**config.mk**
```make
export PLATFORM = sky130hd
export DESIGN_NAME = hth_readout
export DESIGN_NICKNAME = d
export VERILOG_FILES = /design/src/logic/hth_pkg.sv /design/src/logic/hth_crc7.sv /design/src/logic/hth_meas_ctrl.sv /design/src/logic/hth_readout.sv
export SDC_FILE = /design/constraint.sdc
export NUM_CORES = 1
export LEC_CHECK = 0
export BUFFER_PORTS_ARGS = -buffer_cell sky130_fd_sc_hd__buf_2
export CORE_ASPECT_RATIO = 1.25
export CORE_MARGIN = 2
export CORE_UTILIZATION = 40
export DETAILED_ROUTE_END_ITERATION = 10
export MAX_ROUTING_LAYER = met4
export SYNTH_ARGS = -nofsm -noshare
export SYNTH_HDL_FRONTEND = slang
export SYNTH_SLANG_ARGS = --single-unit
```
**constraint.sdc**
```tcl
create_clock -name i_clk_sys -period 4.65 [get_ports i_clk_sys]
set_clock_uncertainty 0.2 [all_clocks]
set_input_delay 0.465 -clock i_clk_sys [delete_from_list [all_inputs] [get_ports i_clk_sys]]
set_output_delay 0.465 -clock i_clk_sys [all_outputs]
set_load 0.02 [all_outputs]
```
**src/logic/hth_pkg.sv**
```systemverilog
// Shared constants for the humidity and temperature readout block
`default_nettype none
package hth_pkg;
    // Register offsets on the two-wire register port
    localparam logic [7:0] HTH_OFS_RUN_MODE_SELECT = 8'h21;
    localparam logic [7:0] HTH_OFS_MEAS_TRIGGER    = 8'h22;
    localparam logic [7:0] HTH_OFS_MEAS_HALT       = 8'h23;
    localparam logic [7:0] HTH_OFS_MEAS_ACTIVITY   = 8'h24;
    localparam logic [7:0] HTH_OFS_TEMP_RESULT     = 8'h30;
    localparam logic [7:0] HTH_OFS_HUM_RESULT      = 8'h33;
    localparam logic [7:0] HTH_RESULT_BYTES        = 8'h03;

    // Per-sensor bit positions in run, trigger, halt and activity
    localparam int HTH_BIT_TEMP = 0;
    localparam int HTH_BIT_HUM  = 1;

    // Result word layout
    localparam int HTH_RES_CRC_MSB = 23;
    localparam int HTH_RES_CRC_LSB = 17;
    localparam int HTH_RES_VALID   = 16;
    localparam int HTH_RES_DATA_MSB = 15;

    // Reset values
    localparam logic [1:0]  HTH_RST_RUN      = 2'h0;
    localparam logic [1:0]  HTH_RST_ACTIVITY = 2'h0;
    localparam logic [23:0] HTH_RST_RESULT   = 24'h000000;

    // Bus slave address and checksum settings (arbitrary defaults)
    localparam logic [6:0] HTH_SLAVE_ADDR = 7'h43;
    localparam logic [6:0] HTH_CRC_POLY   = 7'h09;
    localparam logic [6:0] HTH_CRC_INIT   = 7'h7f;

    // Two-wire slave states, one-hot
    typedef enum logic [6:0] {
        HTH_ST_IDLE    = 7'h01,
        HTH_ST_ADDR    = 7'h02,
        HTH_ST_ADDR_AK = 7'h04,
        HTH_ST_WR_BYTE = 7'h08,
        HTH_ST_WR_AK   = 7'h10,
        HTH_ST_RD_BYTE = 7'h20,
        HTH_ST_RD_AK   = 7'h40
    } hth_i2c_state_e;
endpackage
`default_nettype wire

```
**src/logic/hth_crc7.sv**
```systemverilog
// Seven-bit checksum over a sample value and its valid flag
`timescale 1ns/100ps
`default_nettype none
module hth_crc7
    import hth_pkg::*;
(
    input  wire logic [16:0] i_msg,
    output logic      [6:0]  o_crc
);
    // Bitwise shift register, message taken MSB first
    always_comb
    begin
        logic [6:0] crc;
        logic       fb;
        crc = HTH_CRC_INIT;
        fb  = 1'b0;
        for (int i = 16; i >= 0; i--)
        begin
            fb  = crc[6] ^ i_msg[i];
            crc = {crc[5:0], 1'b0};
            if (fb)
            begin
                crc = crc ^ HTH_CRC_POLY;
            end
        end
        o_crc = crc;
    end
endmodule
`default_nettype wire

```
**src/logic/hth_meas_ctrl.sv**
```systemverilog
// One sensor's measurement sequencer and result register
`timescale 1ns/100ps
`default_nettype none
module hth_meas_ctrl
    import hth_pkg::*;
(
    input  wire logic        i_clk_sys,
    input  wire logic        i_rst,
    input  wire logic        i_start,
    input  wire logic        i_halt,
    input  wire logic        i_cont,
    input  wire logic        i_done,
    input  wire logic [15:0] i_data,
    input  wire logic        i_valid,
    input  wire logic [6:0]  i_crc,
    output logic             o_busy,
    output logic             o_conv_req,
    output logic      [23:0] o_result
);
    logic cont_r;
    logic busy_r;
    logic req_r;
    logic [23:0] result_r;

    // Activity flag and conversion requests; halt only ends a
    // continuous run, a single shot always completes
    always_ff @(posedge i_clk_sys or posedge i_rst)
    begin
        if (i_rst)
        begin
            busy_r <= 1'b0;
            cont_r <= 1'b0;
            req_r  <= 1'b0;
        end
        else if (i_halt && cont_r)
        begin
            busy_r <= 1'b0;
            cont_r <= 1'b0;
            req_r  <= 1'b0;
        end
        else if (i_start && !busy_r)
        begin
            busy_r <= 1'b1;
            cont_r <= i_cont;
            req_r  <= 1'b1;
        end
        else if (i_done && busy_r)
        begin
            busy_r <= cont_r;
            req_r  <= cont_r;
        end
        else
        begin
            req_r <= 1'b0;
        end
    end

    // Latest sample with its flag and checksum
    always_ff @(posedge i_clk_sys or posedge i_rst)
    begin
        if (i_rst)
        begin
            result_r <= HTH_RST_RESULT;
        end
        else if (i_done && busy_r)
        begin
            result_r <= {i_crc, i_valid, i_data};
        end
    end

    assign o_busy     = busy_r;
    assign o_conv_req = req_r;
    assign o_result   = result_r;
endmodule
`default_nettype wire

```
**src/logic/hth_readout.sv**
```systemverilog
// Two-wire register slave with measurement control and readout
`timescale 1ns/100ps
`default_nettype none
module hth_readout
    import hth_pkg::*;
(
    input  wire logic        i_clk_sys,
    input  wire logic        i_rst,
    input  wire logic        i_scl,
    input  wire logic        i_sda,
    output logic             o_sda_out,
    output logic             o_sda_oe,
    output logic             o_t_conv_req,
    input  wire logic        i_t_done,
    input  wire logic [15:0] i_t_data,
    input  wire logic        i_t_valid,
    output logic             o_h_conv_req,
    input  wire logic        i_h_done,
    input  wire logic [15:0] i_h_data,
    input  wire logic        i_h_valid
);
    hth_i2c_state_e state_r;
    logic        scl_q_r;
    logic        sda_q_r;
    logic [3:0]  bit_cnt_r;
    logic [7:0]  shift_r;
    logic [7:0]  tx_r;
    logic [7:0]  ptr_r;
    logic        first_wr_r;
    logic        rd_nack_r;
    logic        sda_oe_r;
    logic [1:0]  run_r;
    logic [1:0]  start_r;
    logic [1:0]  halt_r;
    logic [23:0] hold_t_r;
    logic [23:0] hold_h_r;

    logic        scl_rise;
    logic        scl_fall;
    logic        bus_start;
    logic        bus_stop;
    logic        byte_end;
    logic        wr_stb;
    logic        rd_load;
    logic [7:0]  rd_byte;
    logic [1:0]  busy;
    logic [23:0] result [2];

    // Per-sensor input lanes, index 0 temperature, 1 humidity
    logic [1:0]  conv_req;
    logic [1:0]  done_in;
    logic [1:0]  valid_in;
    logic [15:0] data_in [2];

    assign done_in  = {i_h_done, i_t_done};
    assign valid_in = {i_h_valid, i_t_valid};
    assign data_in[0] = i_t_data;
    assign data_in[1] = i_h_data;

    // One sequencer and checksum per sensor
    generate
        for (genvar g = 0; g < 2; g++)
        begin : g_sens
            logic [6:0] crc;
            hth_crc7 u_crc (
                .i_msg (({valid_in[g], data_in[g]})),
                .o_crc (crc)
            );
            hth_meas_ctrl u_ctrl (
                .i_clk_sys  (i_clk_sys),
                .i_rst      (i_rst),
                .i_start    (start_r[g]),
                .i_halt     (halt_r[g]),
                .i_cont     (run_r[g]),
                .i_done     (done_in[g]),
                .i_data     (data_in[g]),
                .i_valid    (valid_in[g]),
                .i_crc      (crc),
                .o_busy     (busy[g]),
                .o_conv_req (conv_req[g]),
                .o_result   (result[g])
            );
        end
    endgenerate

    assign o_t_conv_req = conv_req[HTH_BIT_TEMP];
    assign o_h_conv_req = conv_req[HTH_BIT_HUM];

    // Pins are sampled once for edge and condition detection
    always_ff @(posedge i_clk_sys or posedge i_rst)
    begin
        if (i_rst)
        begin
            scl_q_r <= 1'b1;
            sda_q_r <= 1'b1;
        end
        else
        begin
            scl_q_r <= i_scl;
            sda_q_r <= i_sda;
        end
    end

    assign scl_rise  = i_scl & ~scl_q_r;
    assign scl_fall  = ~i_scl & scl_q_r;
    assign bus_start = i_scl & scl_q_r & sda_q_r & ~i_sda;
    assign bus_stop  = i_scl & scl_q_r & ~sda_q_r & i_sda;
    assign byte_end  = scl_fall && (bit_cnt_r == 4'h8);
    assign wr_stb    = (state_r == HTH_ST_WR_BYTE) && byte_end && !first_wr_r;
    assign rd_load   = scl_fall && !rd_nack_r &&
                       (((state_r == HTH_ST_ADDR_AK) && shift_r[0]) ||
                        (state_r == HTH_ST_RD_AK));

    // Read mux; result bytes after the first come from the holding copy
    always_comb
    begin
        rd_byte = 8'h00;
        if (ptr_r == HTH_OFS_RUN_MODE_SELECT)
        begin
            rd_byte = {6'h00, run_r};
        end
        else if (ptr_r == HTH_OFS_MEAS_ACTIVITY)
        begin
            rd_byte = {6'h00, busy};
        end
        else if (ptr_r == HTH_OFS_TEMP_RESULT)
        begin
            rd_byte = result[HTH_BIT_TEMP][7:0];
        end
        else if (ptr_r == HTH_OFS_TEMP_RESULT + 8'h01)
        begin
            rd_byte = hold_t_r[15:8];
        end
        else if (ptr_r == HTH_OFS_TEMP_RESULT + 8'h02)
        begin
            rd_byte = hold_t_r[23:16];
        end
        else if (ptr_r == HTH_OFS_HUM_RESULT)
        begin
            rd_byte = result[HTH_BIT_HUM][7:0];
        end
        else if (ptr_r == HTH_OFS_HUM_RESULT + 8'h01)
        begin
            rd_byte = hold_h_r[15:8];
        end
        else if (ptr_r == HTH_OFS_HUM_RESULT + 8'h02)
        begin
            rd_byte = hold_h_r[23:16];
        end
    end

    // Bus protocol sequencer; a start or stop aborts any transfer
    always_ff @(posedge i_clk_sys or posedge i_rst)
    begin
        if (i_rst)
        begin
            state_r    <= HTH_ST_IDLE;
            bit_cnt_r  <= 4'h0;
            shift_r    <= 8'h00;
            tx_r       <= 8'h00;
            sda_oe_r   <= 1'b0;
            first_wr_r <= 1'b1;
            rd_nack_r  <= 1'b0;
        end
        else if (bus_start)
        begin
            state_r    <= HTH_ST_ADDR;
            bit_cnt_r  <= 4'h0;
            sda_oe_r   <= 1'b0;
            first_wr_r <= 1'b1;
            rd_nack_r  <= 1'b0;
        end
        else if (bus_stop)
        begin
            state_r  <= HTH_ST_IDLE;
            sda_oe_r <= 1'b0;
        end
        else
        begin
            case (state_r)
                HTH_ST_ADDR, HTH_ST_WR_BYTE:
                begin
                    if (scl_rise)
                    begin
                        shift_r   <= {shift_r[6:0], i_sda};
                        bit_cnt_r <= bit_cnt_r + 4'h1;
                    end
                    else if (byte_end && state_r == HTH_ST_ADDR)
                    begin
                        // Only acknowledge our own address
                        if (shift_r[7:1] == HTH_SLAVE_ADDR)
                        begin
                            sda_oe_r <= 1'b1;
                            state_r  <= HTH_ST_ADDR_AK;
                        end
                        else
                        begin
                            state_r <= HTH_ST_IDLE;
                        end
                    end
                    else if (byte_end)
                    begin
                        first_wr_r <= 1'b0;
                        sda_oe_r   <= 1'b1;
                        state_r    <= HTH_ST_WR_AK;
                    end
                end
                HTH_ST_ADDR_AK, HTH_ST_WR_AK:
                begin
                    if (scl_fall)
                    begin
                        bit_cnt_r <= 4'h0;
                        if (state_r == HTH_ST_ADDR_AK && shift_r[0])
                        begin
                            tx_r     <= rd_byte;
                            sda_oe_r <= ~rd_byte[7];
                            state_r  <= HTH_ST_RD_BYTE;
                        end
                        else
                        begin
                            sda_oe_r <= 1'b0;
                            state_r  <= HTH_ST_WR_BYTE;
                        end
                    end
                end
                HTH_ST_RD_BYTE:
                begin
                    if (scl_rise)
                    begin
                        bit_cnt_r <= bit_cnt_r + 4'h1;
                    end
                    else if (byte_end)
                    begin
                        sda_oe_r <= 1'b0;
                        state_r  <= HTH_ST_RD_AK;
                    end
                    else if (scl_fall)
                    begin
                        sda_oe_r <= ~tx_r[3'h7 - bit_cnt_r[2:0]];
                    end
                end
                HTH_ST_RD_AK:
                begin
                    if (scl_rise)
                    begin
                        rd_nack_r <= i_sda;
                    end
                    else if (scl_fall && rd_nack_r)
                    begin
                        // Master declined more data; wait for stop
                        state_r <= HTH_ST_IDLE;
                    end
                    else if (scl_fall)
                    begin
                        bit_cnt_r <= 4'h0;
                        tx_r      <= rd_byte;
                        sda_oe_r  <= ~rd_byte[7];
                        state_r   <= HTH_ST_RD_BYTE;
                    end
                end
                default:
                begin
                    sda_oe_r <= 1'b0;
                end
            endcase
        end
    end

    // Register pointer: set by first written byte, steps per data byte
    always_ff @(posedge i_clk_sys or posedge i_rst)
    begin
        if (i_rst)
        begin
            ptr_r <= 8'h00;
        end
        else if (state_r == HTH_ST_WR_BYTE && byte_end && first_wr_r
                 && !bus_start && !bus_stop)
        begin
            ptr_r <= shift_r;
        end
        else if ((wr_stb || rd_load) && !bus_start && !bus_stop)
        begin
            ptr_r <= ptr_r + 8'h01;
        end
    end

    // Holding copies, frozen when the first result byte is fetched
    always_ff @(posedge i_clk_sys or posedge i_rst)
    begin
        if (i_rst)
        begin
            hold_t_r <= HTH_RST_RESULT;
            hold_h_r <= HTH_RST_RESULT;
        end
        else if (rd_load && !bus_start && !bus_stop)
        begin
            if (ptr_r == HTH_OFS_TEMP_RESULT)
            begin
                hold_t_r <= result[HTH_BIT_TEMP];
            end
            if (ptr_r == HTH_OFS_HUM_RESULT)
            begin
                hold_h_r <= result[HTH_BIT_HUM];
            end
        end
    end

    // Run mode register, read/write
    always_ff @(posedge i_clk_sys or posedge i_rst)
    begin
        if (i_rst)
        begin
            run_r <= HTH_RST_RUN;
        end
        else if (wr_stb && !bus_start && !bus_stop
                 && ptr_r == HTH_OFS_RUN_MODE_SELECT)
        begin
            run_r <= shift_r[1:0];
        end
    end

    // Trigger and halt are one-cycle strobes; a zero bit gives no strobe
    always_ff @(posedge i_clk_sys or posedge i_rst)
    begin
        if (i_rst)
        begin
            start_r <= 2'h0;
            halt_r  <= 2'h0;
        end
        else
        begin
            start_r <= (wr_stb && !bus_start && !bus_stop &&
                        ptr_r == HTH_OFS_MEAS_TRIGGER) ?
                       shift_r[1:0] : 2'h0;
            halt_r  <= (wr_stb && !bus_start && !bus_stop &&
                        ptr_r == HTH_OFS_MEAS_HALT) ?
                       shift_r[1:0] : 2'h0;
        end
    end

    // Open-drain pin: only ever pulls low
    always_ff @(posedge i_clk_sys or posedge i_rst)
    begin
        if (i_rst)
        begin
            o_sda_out <= 1'b0;
        end
        else
        begin
            o_sda_out <= 1'b0;
        end
    end

    assign o_sda_oe = sda_oe_r;
endmodule
`default_nettype wire

```
==> metrics.md, run 1 <==
| Metric | Value |
|---|---|
| Status | `finished clean` |
| Max VDD drop | `0.265 mV` |
| Setup_tns | `0 ps` |
| Total track usage | `18.6%` |
| Final period util | `68.6%` |
| Lkg Pwr | `3.53 nW` |
| Routability congestion estimate from global placement | `0.897` |
| Fmax | `313 MHz` |
| Setup crit start kind | `register` |
| Vias per std cell | `5.40` |
| Vias in the first global route | `4807` |
| Routed length per instance | `17.3 µm` |
| Biggest area consumer among synthesized cells | `dfrtp_1` |
| Die ar. | `18300 µm²` |
| Reg area | `3310 µm²` |
| Max Cap Viol | `0` |
| Placement Rows | `53` |
| Initial antenna violation count | `0` |
| Max FO, Critical Path | `23` |
| Net switching power | `0.000883 W` |
| PD cells | `400 nW/µm²` |
| Total power | `0.00313 W` |
| RSZ-0062 raised after global routing | `no` |
| Antenna cells | `0` |
| Internal power | `between 0.002 and 0.0025 W` |
| Critical path class | `reg -> reg` |
| Final wirelength | `about 15 mm` |
| Logic pwr share | `between 10% and 20%` |
| FILL cells | `1616` |
| Max-slew violations | `0` |
| Port bufs | `42` |
| Synth top area share | `46.6%` |
| Post-synthesis sequential area ratio | `48.1%` |
| Footprint of the multi-input gates | `3370 µm²` |
| Synth top area cells | `dfrtp_1, mux2_2, xnor2_1` |
| Final routed DRC violation total | `0` |
| Mapped Area | `6880 µm²` |
| Post-DP HPWL | `approximately 11 mm` |
| Syn Nets | `roughly 670` |
| GR Overflow Total | `0` |
| Die Wd | `121 µm` |
| Initial Util | `about two fifths` |
| Synth top cells by count | `dfrtp_1, mux2_2, nand2_1, o21ai_0, xnor2_1` |
| Drt first pass iters | `5` |
| Boundary pin count | `44` |
| Reg power frac | `44.2%` |
| Core area | `between 15000 and 20000 µm²` |
| Count leader, synth | `dfrtp_1` |
| H-Tree Depth | `4` |
| WP data required | `around 4800 ps` |
| Clk pwr share | `around 40%` |
| CP Data Arrival Time | `about 3300 ps` |
| Clk_lat worst skew | `between 400 and 500 ps` |
| Clock Sinks | `132` |
| Synth unique cells | `76` |
| CTS resizes | `0` |
| Measured slew at the worst slew-check pin | `1130 ps` |
| Die Y | `151 µm` |
| #FFs+latches synth | `about 130` |
| CTS Hold Buffers Added | `2` |
| Synthesized area per cell | `11.0 µm²` |
| Worst slew margin | `about a quarter` |
| Final Hold Viols | `0` |
| Sw frac | `28.2%` |
| Fin nets | `just over 700` |
| CTS max path bufs | `2` |
| CP Capture Type | `register` |
| Post-CTS Setup Repair Bufs | `0` |
| CTS tree | `yes` |
| ANT nets after route | `0` |
| Clock-pin slew on the worst setup and hold paths | `about 50 ps` |
| Period minus WS final | `3190 ps` |
| DRT iter0 DRCs | `roughly 340` |
| Ys async rst share | `100%` |
| Final setup violation count | `0` |
| EDFF count, synth | `0` |
| Synth warn | `0` |
| Pin count of the biggest net entering global routing | `70` |
| Clk root buf | `clkbuf_16` |
| Synthesized instance count | `between 600 and 700` |
| Layout cell share with drive strength beyond 1 | `25.3%` |
| First-pass GRT wire length | `around 25 mm` |
| Vias | `a little under 5000` |
| Synthesis-to-layout area growth | `13.8%` |
| Number of CTS-inserted buffers | `17` |
| Worst min-delay path class | `in -> async` |
| Main flop type after synthesis | `dfrtp_1` |
## flip-flops by register name, summed over array words and instances (netlist names), 2 cells and up
signal / flops
bit_cnt_r: 4
halt_r: 2
tx_r: 8
g_sens.u_ctrl.o_conv_req: 2
g_sens.u_ctrl.o_busy: 2
start_r: 2
run_r: 2
state_r: 7
hold_t_r: 16
g_sens.u_ctrl.cont_r: 2
shift_r: 8
g_sens.u_ctrl.o_result: 48
ptr_r: 8
hold_h_r: 16
## power by group through the flow
| stage | clock network (W) | logic [W] | registers (W) |
|---|---|---|---|
| 2_1_floorplan | 0 | 0.000419 | 0.00134 |
| 3_3_place_gp | 0 | 0.000487 | 0.00140 |
| 3_5_place_dp | 0 | 0.000500 | 0.00141 |
| 4_1_cts | 0.00127 | 0.000504 | 0.00139 |
| 5_1_grt | 0.00133 | 0.000557 | 0.00140 |
| 6_report | 0.00125 | 0.000500 | 0.00139 |
## cell type report
cell class              instances  share of cell area, %
well taps                     220                   3.52
clock buffers                  24                   6.03
flip-flops and latches        132                   42.3
repair buffers                 48                   3.49
multi-input cells             448                   43.0
clock inverters                 8                   1.01
inverters                      13                  0.655
## per-layer routing
| layer | global-route usage, % | routed length [µm] |
|---|---|---|
| met1 | 22.1 | 6680 |
| met2 | 30.4 | 7840 |
| met3 | 4.36 | 514 |
| met4 | 8.16 | 416 |
| met5 | - | 0 |
## layout by cell type (no fill, tap or decap), drive strengths merged, types with 4 or more instances in the layout
cell      n
dfrtp   128
mux2     79
o21ai    52
nand2    50
buf      46
xnor2    38
nor2     36
xor2     24
clkbuf   24
a21oi    15
inv      13
nand3    11
and3      8
a21o      8
nor2b     7
nor3b     7
o211ai    7
nand2b    6
a22oi     6
ha        6
clkinv    6
o22ai     5
o31ai     5
nor4      5
nor3      5
a32oi     4
a221oi    4
mux2i     4
dfstp     4
## path summary, 6_finish.rpt
path / start / endpoint / slack (ps) / cells after the start
setup / recovery: ptr_r[0] / hold_t_r[9] / 1460 / 7
hold / removal: i_rst / g_sens[1].u_ctrl.o_conv_req / 30 / 2
setup reg to reg: ptr_r[0] / hold_t_r[9] / 1460 / 7
hold reg to reg: halt_r[0] / g_sens[0].u_ctrl.cont_r / 270 / 1
max in group asynchronous: i_rst / first_wr_r / 3360 / 3
min in group i_clk_sys: i_h_done / g_sens[1].u_ctrl.o_busy / 50 / 2
## worst max-delay path, stage by stage, from the launching register on
cell and delay, ps:
dfrtp_1 420, inv_1 120, ha_1 630, nor3b_1 290, buf_4 200, nand2_1 110, nor2_2 670, mux2_2 420
## kinds of logic (layout without fill, tap and decap cells)
family	count (synthesis)	in the layout	synth area share [%]
adders and majority gates	6	6	1.09
and+or+nand+nor	160	160	12.4
muxes	85	85	14.7
AOI/OAI and AO/OA	134	134	12.8
DFF	132	132	48.1
xor gates and xnor gates	62	62	7.89
buffers and inverters	43	93	2.95
other	1	1	0.0545
## per-stage QoR
step | util [%] | worst slack, ps | instances | cell area, µm² | hold WS, ps
6_report | 46.5 | 1460 | 893 | 7830 | 28.2
5_1_grt | 46.5 | 1200 | 893 | 7830 | 33.4
4_1_cts | 46.5 | 1450 | 893 | 7830 | 30.2
3_5_place_dp | 43.1 | 1480 | 859 | 7260 | 261
3_3_place_gp | 43.1 | 1670 | 859 | 7260 | 249
2_1_floorplan | - | 466 | 623 | 6880 | 237
Note: power is estimated with default switching activity, not from simulation.
==> run 2, diff against run 1 <==
clock period = 3.3 ns   (was 4.65 ns; I/O delays follow)
==> run 2 against run 1 <==
  * Critical path type unchanged
  * Largest cell class unchanged
  * Final cell count increased by 4.4%
  * Flip-flop and latch count unchanged
  * Utilization increased by 2.8 points
  * Critical endpoint is now state_r[3]
==> metrics.md, run 2 (synthesis results as in run 1) <==
| Metric | Value |
|---|---|
| Status | `finished clean` |
| Max VDD drop | `0.381 mV (+44%)` |
| CP Data Arrival Time | `3080 ps (-210 ps)` |
| Final design utilization | `49.3% (+2.8 points)` |
| Boundary pin count | `44 (unchanged)` |
| Die ar. | `18300 µm² (unchanged)` |
| Sw frac | `27.0% (-1.1 points)` |
| Clk root buf | `clkbuf_16` |
| Total track usage | `19.6% (+1.0 points)` |
| CP max stage cell | `or4_4` |
| Setup_tns | `0 ps (unchanged)` |
| CTS tree | `yes` |
| CTS resizes | `0 (unchanged)` |
| Initial Util | `40.8% (unchanged)` |
| Post-DP HPWL | `11.5 mm (+1.5%)` |
| Final period util | `90.7% (+22 points)` |
| Reg power frac | `41.2% (-3.0 points)` |
| Cell area after layout | `8300 µm² (+6.1%)` |
| Hold_ws | `19.3 ps (-8.95 ps)` |
| CP Capture Type | `register` |
| Die Y | `151 µm (unchanged)` |
| Clock Sinks | `132 (unchanged)` |
| Period minus WS final | `2990 ps (-197 ps)` |
| Setup WS post-layout | `307 ps (-1150 ps)` |
| Most frequent cells in the layout | `dfrtp_1, mux2_2, o21ai_0, nand2_1, buf_2` |
| PD cells | `570 nW/µm² (+42%)` |
| Vias in the first global route | `5183 (+7.8%)` |
| Vias per std cell | `5.33 (-1.3%)` |
| Fmax | `334 MHz (+6.6%)` |
| RSZ-0062 raised after global routing | `no` |
| DRT iter0 DRCs | `311 (-9.1%)` |
| Clk_lat worst skew | `410 ps (about the same)` |
| Most common cell after layout, fill and taps aside | `dfrtp_1` |
| Drt first pass iters | `4 (-1)` |
| Area post-placement | `7340 µm² (+1.1%)` |
| Placement Rows | `53 (unchanged)` |
| First-pass GRT wire length | `27.0 mm (+7.0%)` |
| Fin nets | `745 (+5.5%)` |
| Clock-pin slew on the worst setup and hold paths | `60 ps (about the same)` |
| Die Wd | `121 µm (unchanged)` |
| Antenna cells | `0 (unchanged)` |
| Port bufs | `42 (unchanged)` |
| Final setup violation count | `0 (unchanged)` |
| Worst min-delay path class | `in -> reg` |
| Final routed DRC violation total | `0 (unchanged)` |
| Initial antenna violation count | `0 (unchanged)` |
| Setup crit start kind | `register` |
| Vias | `4966 (+3.0%)` |
| Core area | `16800 µm² (unchanged)` |
| Logic pwr share | `15.7% (-0.2 points)` |
| Max FO, Critical Path | `17 (-26%)` |
| Layout cell share with drive strength beyond 1 | `25.6% (+0.30 points)` |
| Pin count of the biggest net entering global routing | `56 (-20%)` |
| CP cell instances | `or4_4 > nor3_2 > o21ai_1 > o211ai_2 > a21o_2 > mux2_1` |
| Reg area | `3310 µm² (unchanged)` |
| Worst slew margin | `25.4% (+1.1 points)` |
| Measured slew at the worst slew-check pin | `1120 ps (-16.8 ps)` |
| Critical path class | `reg -> reg` |
| Place WS | `348 ps (-1130 ps)` |
| Clk pwr share | `43.1% (+3.3 points)` |
| CP max stage delay | `610 ps (-60 ps)` |
| Max-slew violations | `0 (unchanged)` |
| Synthesis-to-layout area growth | `20.7%` |
| Net switching power | `0.00128 W (+45%)` |
| Final wirelength | `15.8 mm (+2.5%)` |
| CTS max path bufs | `2 (unchanged)` |
| Footprint of the multi-input gates | `3370 µm² (unchanged)` |
| WP data required | `3390 ps (-1360 ps)` |
| Internal power | `0.00346 W (+54%)` |
| Routed length per instance | `17.0 µm (-1.8%)` |
| H-Tree Depth | `4 (unchanged)` |
| Max reg flops | `48 (unchanged)` |
| ANT nets after route | `0 (unchanged)` |
| Routability congestion estimate from global placement | `0.862 (-3.9%)` |
| Final Hold Viols | `0 (unchanged)` |
| FILL cells | `1541 (-4.6%)` |
| Number of CTS-inserted buffers | `17 (unchanged)` |
| Lkg Pwr | `3.74 nW (+6.0%)` |
| GR Overflow Total | `0 (unchanged)` |
| Max Cap Viol | `0 (unchanged)` |
## run 2: layout make-up
type,count,share of cell area [%]
clock buffers,22,5.71
clock inverters,10,2.05
flip-flops and latches,132,39.8
repair buffers,87,7.87
inverters,13,0.633
well taps,220,3.32
multi-input cells,448,40.6
## run 2: per-stage QoR
step	total power (W)	cells
detailed placement	0.00270	868
floorplan	0.00248	623
global placement	0.00268	868
global route	0.00496	932
CTS	0.00478	932
finish	0.00474	932
## run 2: power by group through the flow
stage          Combinational (W)  Clock (W)  Sequential, W
2_1_floorplan           0.000590          0        0.00189
3_3_place_gp            0.000707          0        0.00197
3_5_place_dp            0.000719          0        0.00198
4_1_cts                 0.000754    0.00208        0.00195
5_1_grt                 0.000832    0.00215        0.00198
6_report                0.000746    0.00204        0.00195
## run 2: worst max-delay path: cells and delay by family (launching register included)
family | cells | cell delay, ps
AO/OA/AOI/OAI | 3 | 750
flip-flops | 1 | 510
multiplexers | 1 | 360
AND/OR/NAND/NOR | 2 | 1060
## run 2: path summary, 6_finish.rpt
kind	startpoint	to	slack, ps	depth (start not counted)
min in group asynchronous	i_rst	g_sens[1].u_ctrl.o_result[23]	470	3
worst max register to register	state_r[4]	state_r[3]	310	6
max in group asynchronous	i_rst	first_wr_r	1610	4
worst max-delay path	state_r[4]	state_r[3]	310	6
worst min register to register	halt_r[1]	g_sens[1].u_ctrl.cont_r	270	1
worst min-delay path	i_h_data[1]	g_sens[1].u_ctrl.o_result[1]	20	2
## run 2: per-layer routing
metal	routed length, µm	vias up	GRT usage [%]
met4	665	0	9.83
met3	394	39	3.26
met1	6870	2445	23.5
li1	-	2396	-
met5	0	-	-
met2	7910	86	32.1
## run 2: repair_timing
action,in CTS,in global routing
hold endpoints to repair,67,0
setup buffers,0,0
hold buffers,32,0
==> run 3, diff against run 2 <==
==> constraint.sdc (replaced) <==
create_clock -name i_clk_sys -period 3.3 [get_ports i_clk_sys]
set_clock_uncertainty 0.2 [all_clocks]
set_input_delay 0 -clock i_clk_sys [delete_from_list [all_inputs] [get_ports i_clk_sys]]
set_output_delay 0 -clock i_clk_sys [all_outputs]
set_load 0.02 [all_outputs]
==> run 3 against run 2 <==
  * Sequential share of layout area increased by 0.072 points
  * Combinational power about the same
  * Power decreased by 4.7%
  * Largest cell class unchanged
==> metrics.md, run 3 (synthesis results as in run 1) <==
| Metric | Value |
|---|---|
| Routed length per instance | `17.1 µm (+0.38%)` |
| Clock Sinks | `132 (unchanged)` |
| Status | `finished clean` |
| First-pass GRT wire length | `26.4 mm (-2.1%)` |
| Layout cell share with drive strength beyond 1 | `25.3% (-0.25 points)` |
| Lkg Pwr | `3.73 nW (-0.37%)` |
| Fin nets | `753 (+1.1%)` |
| Pin count of the biggest net entering global routing | `77 (+38%)` |
| DRT iter0 DRCs | `305 (-1.9%)` |
| Sw frac | `28.2% (+1.1 points)` |
| Final routed DRC violation total | `0 (unchanged)` |
| CP max stage delay | `530 ps (-80 ps)` |
| Port bufs | `42 (unchanged)` |
| Vias in the first global route | `5183 (unchanged)` |
| Final period util | `83.2% (-7.5 points)` |
| Max-slew violations | `0 (unchanged)` |
| Post-DP HPWL | `11.5 mm (about the same)` |
| Final Hold Viols | `0 (unchanged)` |
| Clk_lat worst skew | `420 ps (about the same)` |
| Most common cell after layout, fill and taps aside | `dfrtp_1` |
| Logic pwr share | `16.5% (+0.8 points)` |
| Critical path class | `reg -> reg` |
| Die ar. | `18300 µm² (unchanged)` |
| Met2 usage | `31.3% (-0.76 points)` |
| Number of CTS-inserted buffers | `17 (unchanged)` |
| WP data required | `3400 ps (about the same)` |
| Clk root buf | `clkbuf_16` |
| Die Wd | `121 µm (unchanged)` |
| Clock-pin slew on the worst setup and hold paths | `60 ps (about the same)` |
| Met1 Usage GRT | `23.1% (-0.45 points)` |
| CTS max path bufs | `2 (unchanged)` |
| Routability congestion estimate from global placement | `0.831 (-3.6%)` |
| Max FO, Critical Path | `16 (-1)` |
| Vias per std cell | `5.34 (+0.27%)` |
| Place WS | `581 ps (+233 ps)` |
| Setup WS post-layout | `555 ps (+248 ps)` |
| Initial antenna violation count | `0 (unchanged)` |
| FILL cells | `1595 (+3.5%)` |
| CTS tree | `yes` |
| Reg power frac | `43.2% (+2.0 points)` |
| Antenna cells | `0 (unchanged)` |
| Final setup violation count | `0 (unchanged)` |
| CP Data Arrival Time | `2850 ps (-230 ps)` |
| Placed cell count | `870 (+0.23%)` |
| Area post-placement | `7340 µm² (about the same)` |
| Net switching power | `0.00127 W (-0.78%)` |
| CP max stage cell | `nor3b_1` |
| Core area | `16800 µm² (unchanged)` |
| Max reg flops | `48 (unchanged)` |
| Setup crit start kind | `register` |
| Clk pwr share | `40.3% (-2.8 points)` |
| Met3 Use GR | `3.52% (+0.27 points)` |
| CP Capture Type | `register` |
| RSZ-0062 raised after global routing | `no` |
| CP cell instances | `inv_1 > ha_1 > nor3b_1 > buf_4 > a221oi_1 > o22ai_1 > o211ai_1 > o31ai_1` |
| Vias | `5017 (+1.0%)` |
| Fmax | `364 MHz (+9.0%)` |
| Busiest grt layer | `met2` |
| Die Y | `151 µm (unchanged)` |
| Placement Rows | `53 (unchanged)` |
| Post-CTS Setup Repair Bufs | `0 (unchanged)` |
| Final design utilization | `49.2% (-0.089 points)` |
| Worst min-delay path class | `in -> async` |
| ANT nets after route | `0 (unchanged)` |
| Total track usage | `19.3% (-0.37 points)` |
| Max Cap Viol | `0 (unchanged)` |
| Initial Util | `40.8% (unchanged)` |
| Synthesis-to-layout area growth | `20.5%` |
| Worst slew margin | `25.9% (+0.50 points)` |
| PD cells | `545 nW/µm² (-4.5%)` |
| Measured slew at the worst slew-check pin | `1110 ps (-7.49 ps)` |
| Final wirelength | `16.0 mm (+1.1%)` |
| Internal power | `0.00324 W (-6.1%)` |
| Max VDD drop | `0.300 mV (-21%)` |
| Setup_tns | `0 ps (unchanged)` |
| Crit path buffers/inverters | `2 (+2)` |
| GR Overflow Total | `0 (unchanged)` |
| Boundary pin count | `44 (unchanged)` |
| H-Tree Depth | `4 (unchanged)` |
| Fin cells | `939 (+0.75%)` |
| Period minus WS final | `2750 ps (-248 ps)` |
| Drt first pass iters | `5 (+1)` |
| Cell area after layout | `8290 µm² (-0.18%)` |
| Most frequent cells in the layout | `dfrtp_1, mux2_2, o21ai_0, nand2_1, buf_2` |
| Critical path's top delay family | `compound AO/OA/AOI/OAI gates` |
run 3: through the flow:
stage | hold WS, ps | power [W]
2_1_floorplan | -196 | 0.00248
3_3_place_gp | -61.3 | 0.00269
3_5_place_dp | -49.4 | 0.00269
4_1_cts | 65.7 | 0.00455
5_1_grt | 99.6 | 0.00474
6_report | 39.8 | 0.00451
run 3: path summary, 6_finish.rpt:
check / from / depth (start not counted) / slack, ps / endpoint
max: ptr_r[1] / 8 / 550 / tx_r[5]
min: i_rst / 3 / 40 / g_sens[1].u_ctrl.o_result[15]
max reg2reg: ptr_r[1] / 8 / 550 / tx_r[5]
min reg2reg: g_sens[0].u_ctrl.o_result[19] / 1 / 280 / g_sens[0].u_ctrl.o_result[19]
max in group asynchronous: i_rst / 4 / 2030 / hold_t_r[17]
min in group i_clk_sys: i_sda / 2 / 90 / sda_q_r
run 3: metal layers:
layer | part of all wire [%] | routed length, µm
met5 | 0 | 0
met4 | 3.9 | 617
met3 | 2.7 | 436
met2 | 50 | 8070
met1 | 43 | 6900
run 3: timing repair:
action,in CTS,in global routing
hold endpoints to repair,83,0
hold buffers,38,0
resized for setup,0,0
run 3: final cells by class:
| cell class | count | area (µm²) | share of cell area [%] |
|---|---|---|---|
| Multi-Input combinational cell | 448 | 3370 | 40.6 |
| Clock buffer | 20 | 437 | 5.27 |
| Clock inverter | 11 | 130 | 1.57 |
| Timing Repair Buffer | 95 | 716 | 8.64 |
| Inverter | 13 | 52.6 | 0.634 |
| Tap cell | 220 | 275 | 3.32 |
| Sequential cell | 132 | 3310 | 39.9 |
run 3: power groups by stage:
stage	registers [W]	clock network (W)	logic (W)
final	0.00195	0.00182	0.000744
after global routing	0.00198	0.00193	0.000828
after CTS	0.00195	0.00185	0.000750
after detailed placement	0.00198	0	0.000714
after global placement	0.00198	0	0.000712
after floorplan	0.00189	0	0.000590
run 3: tightest hold or removal path, stage by stage:
cell and delay (ps):
dlygate4sd3_1 530, buf_2 130, clkinvlp_4 460
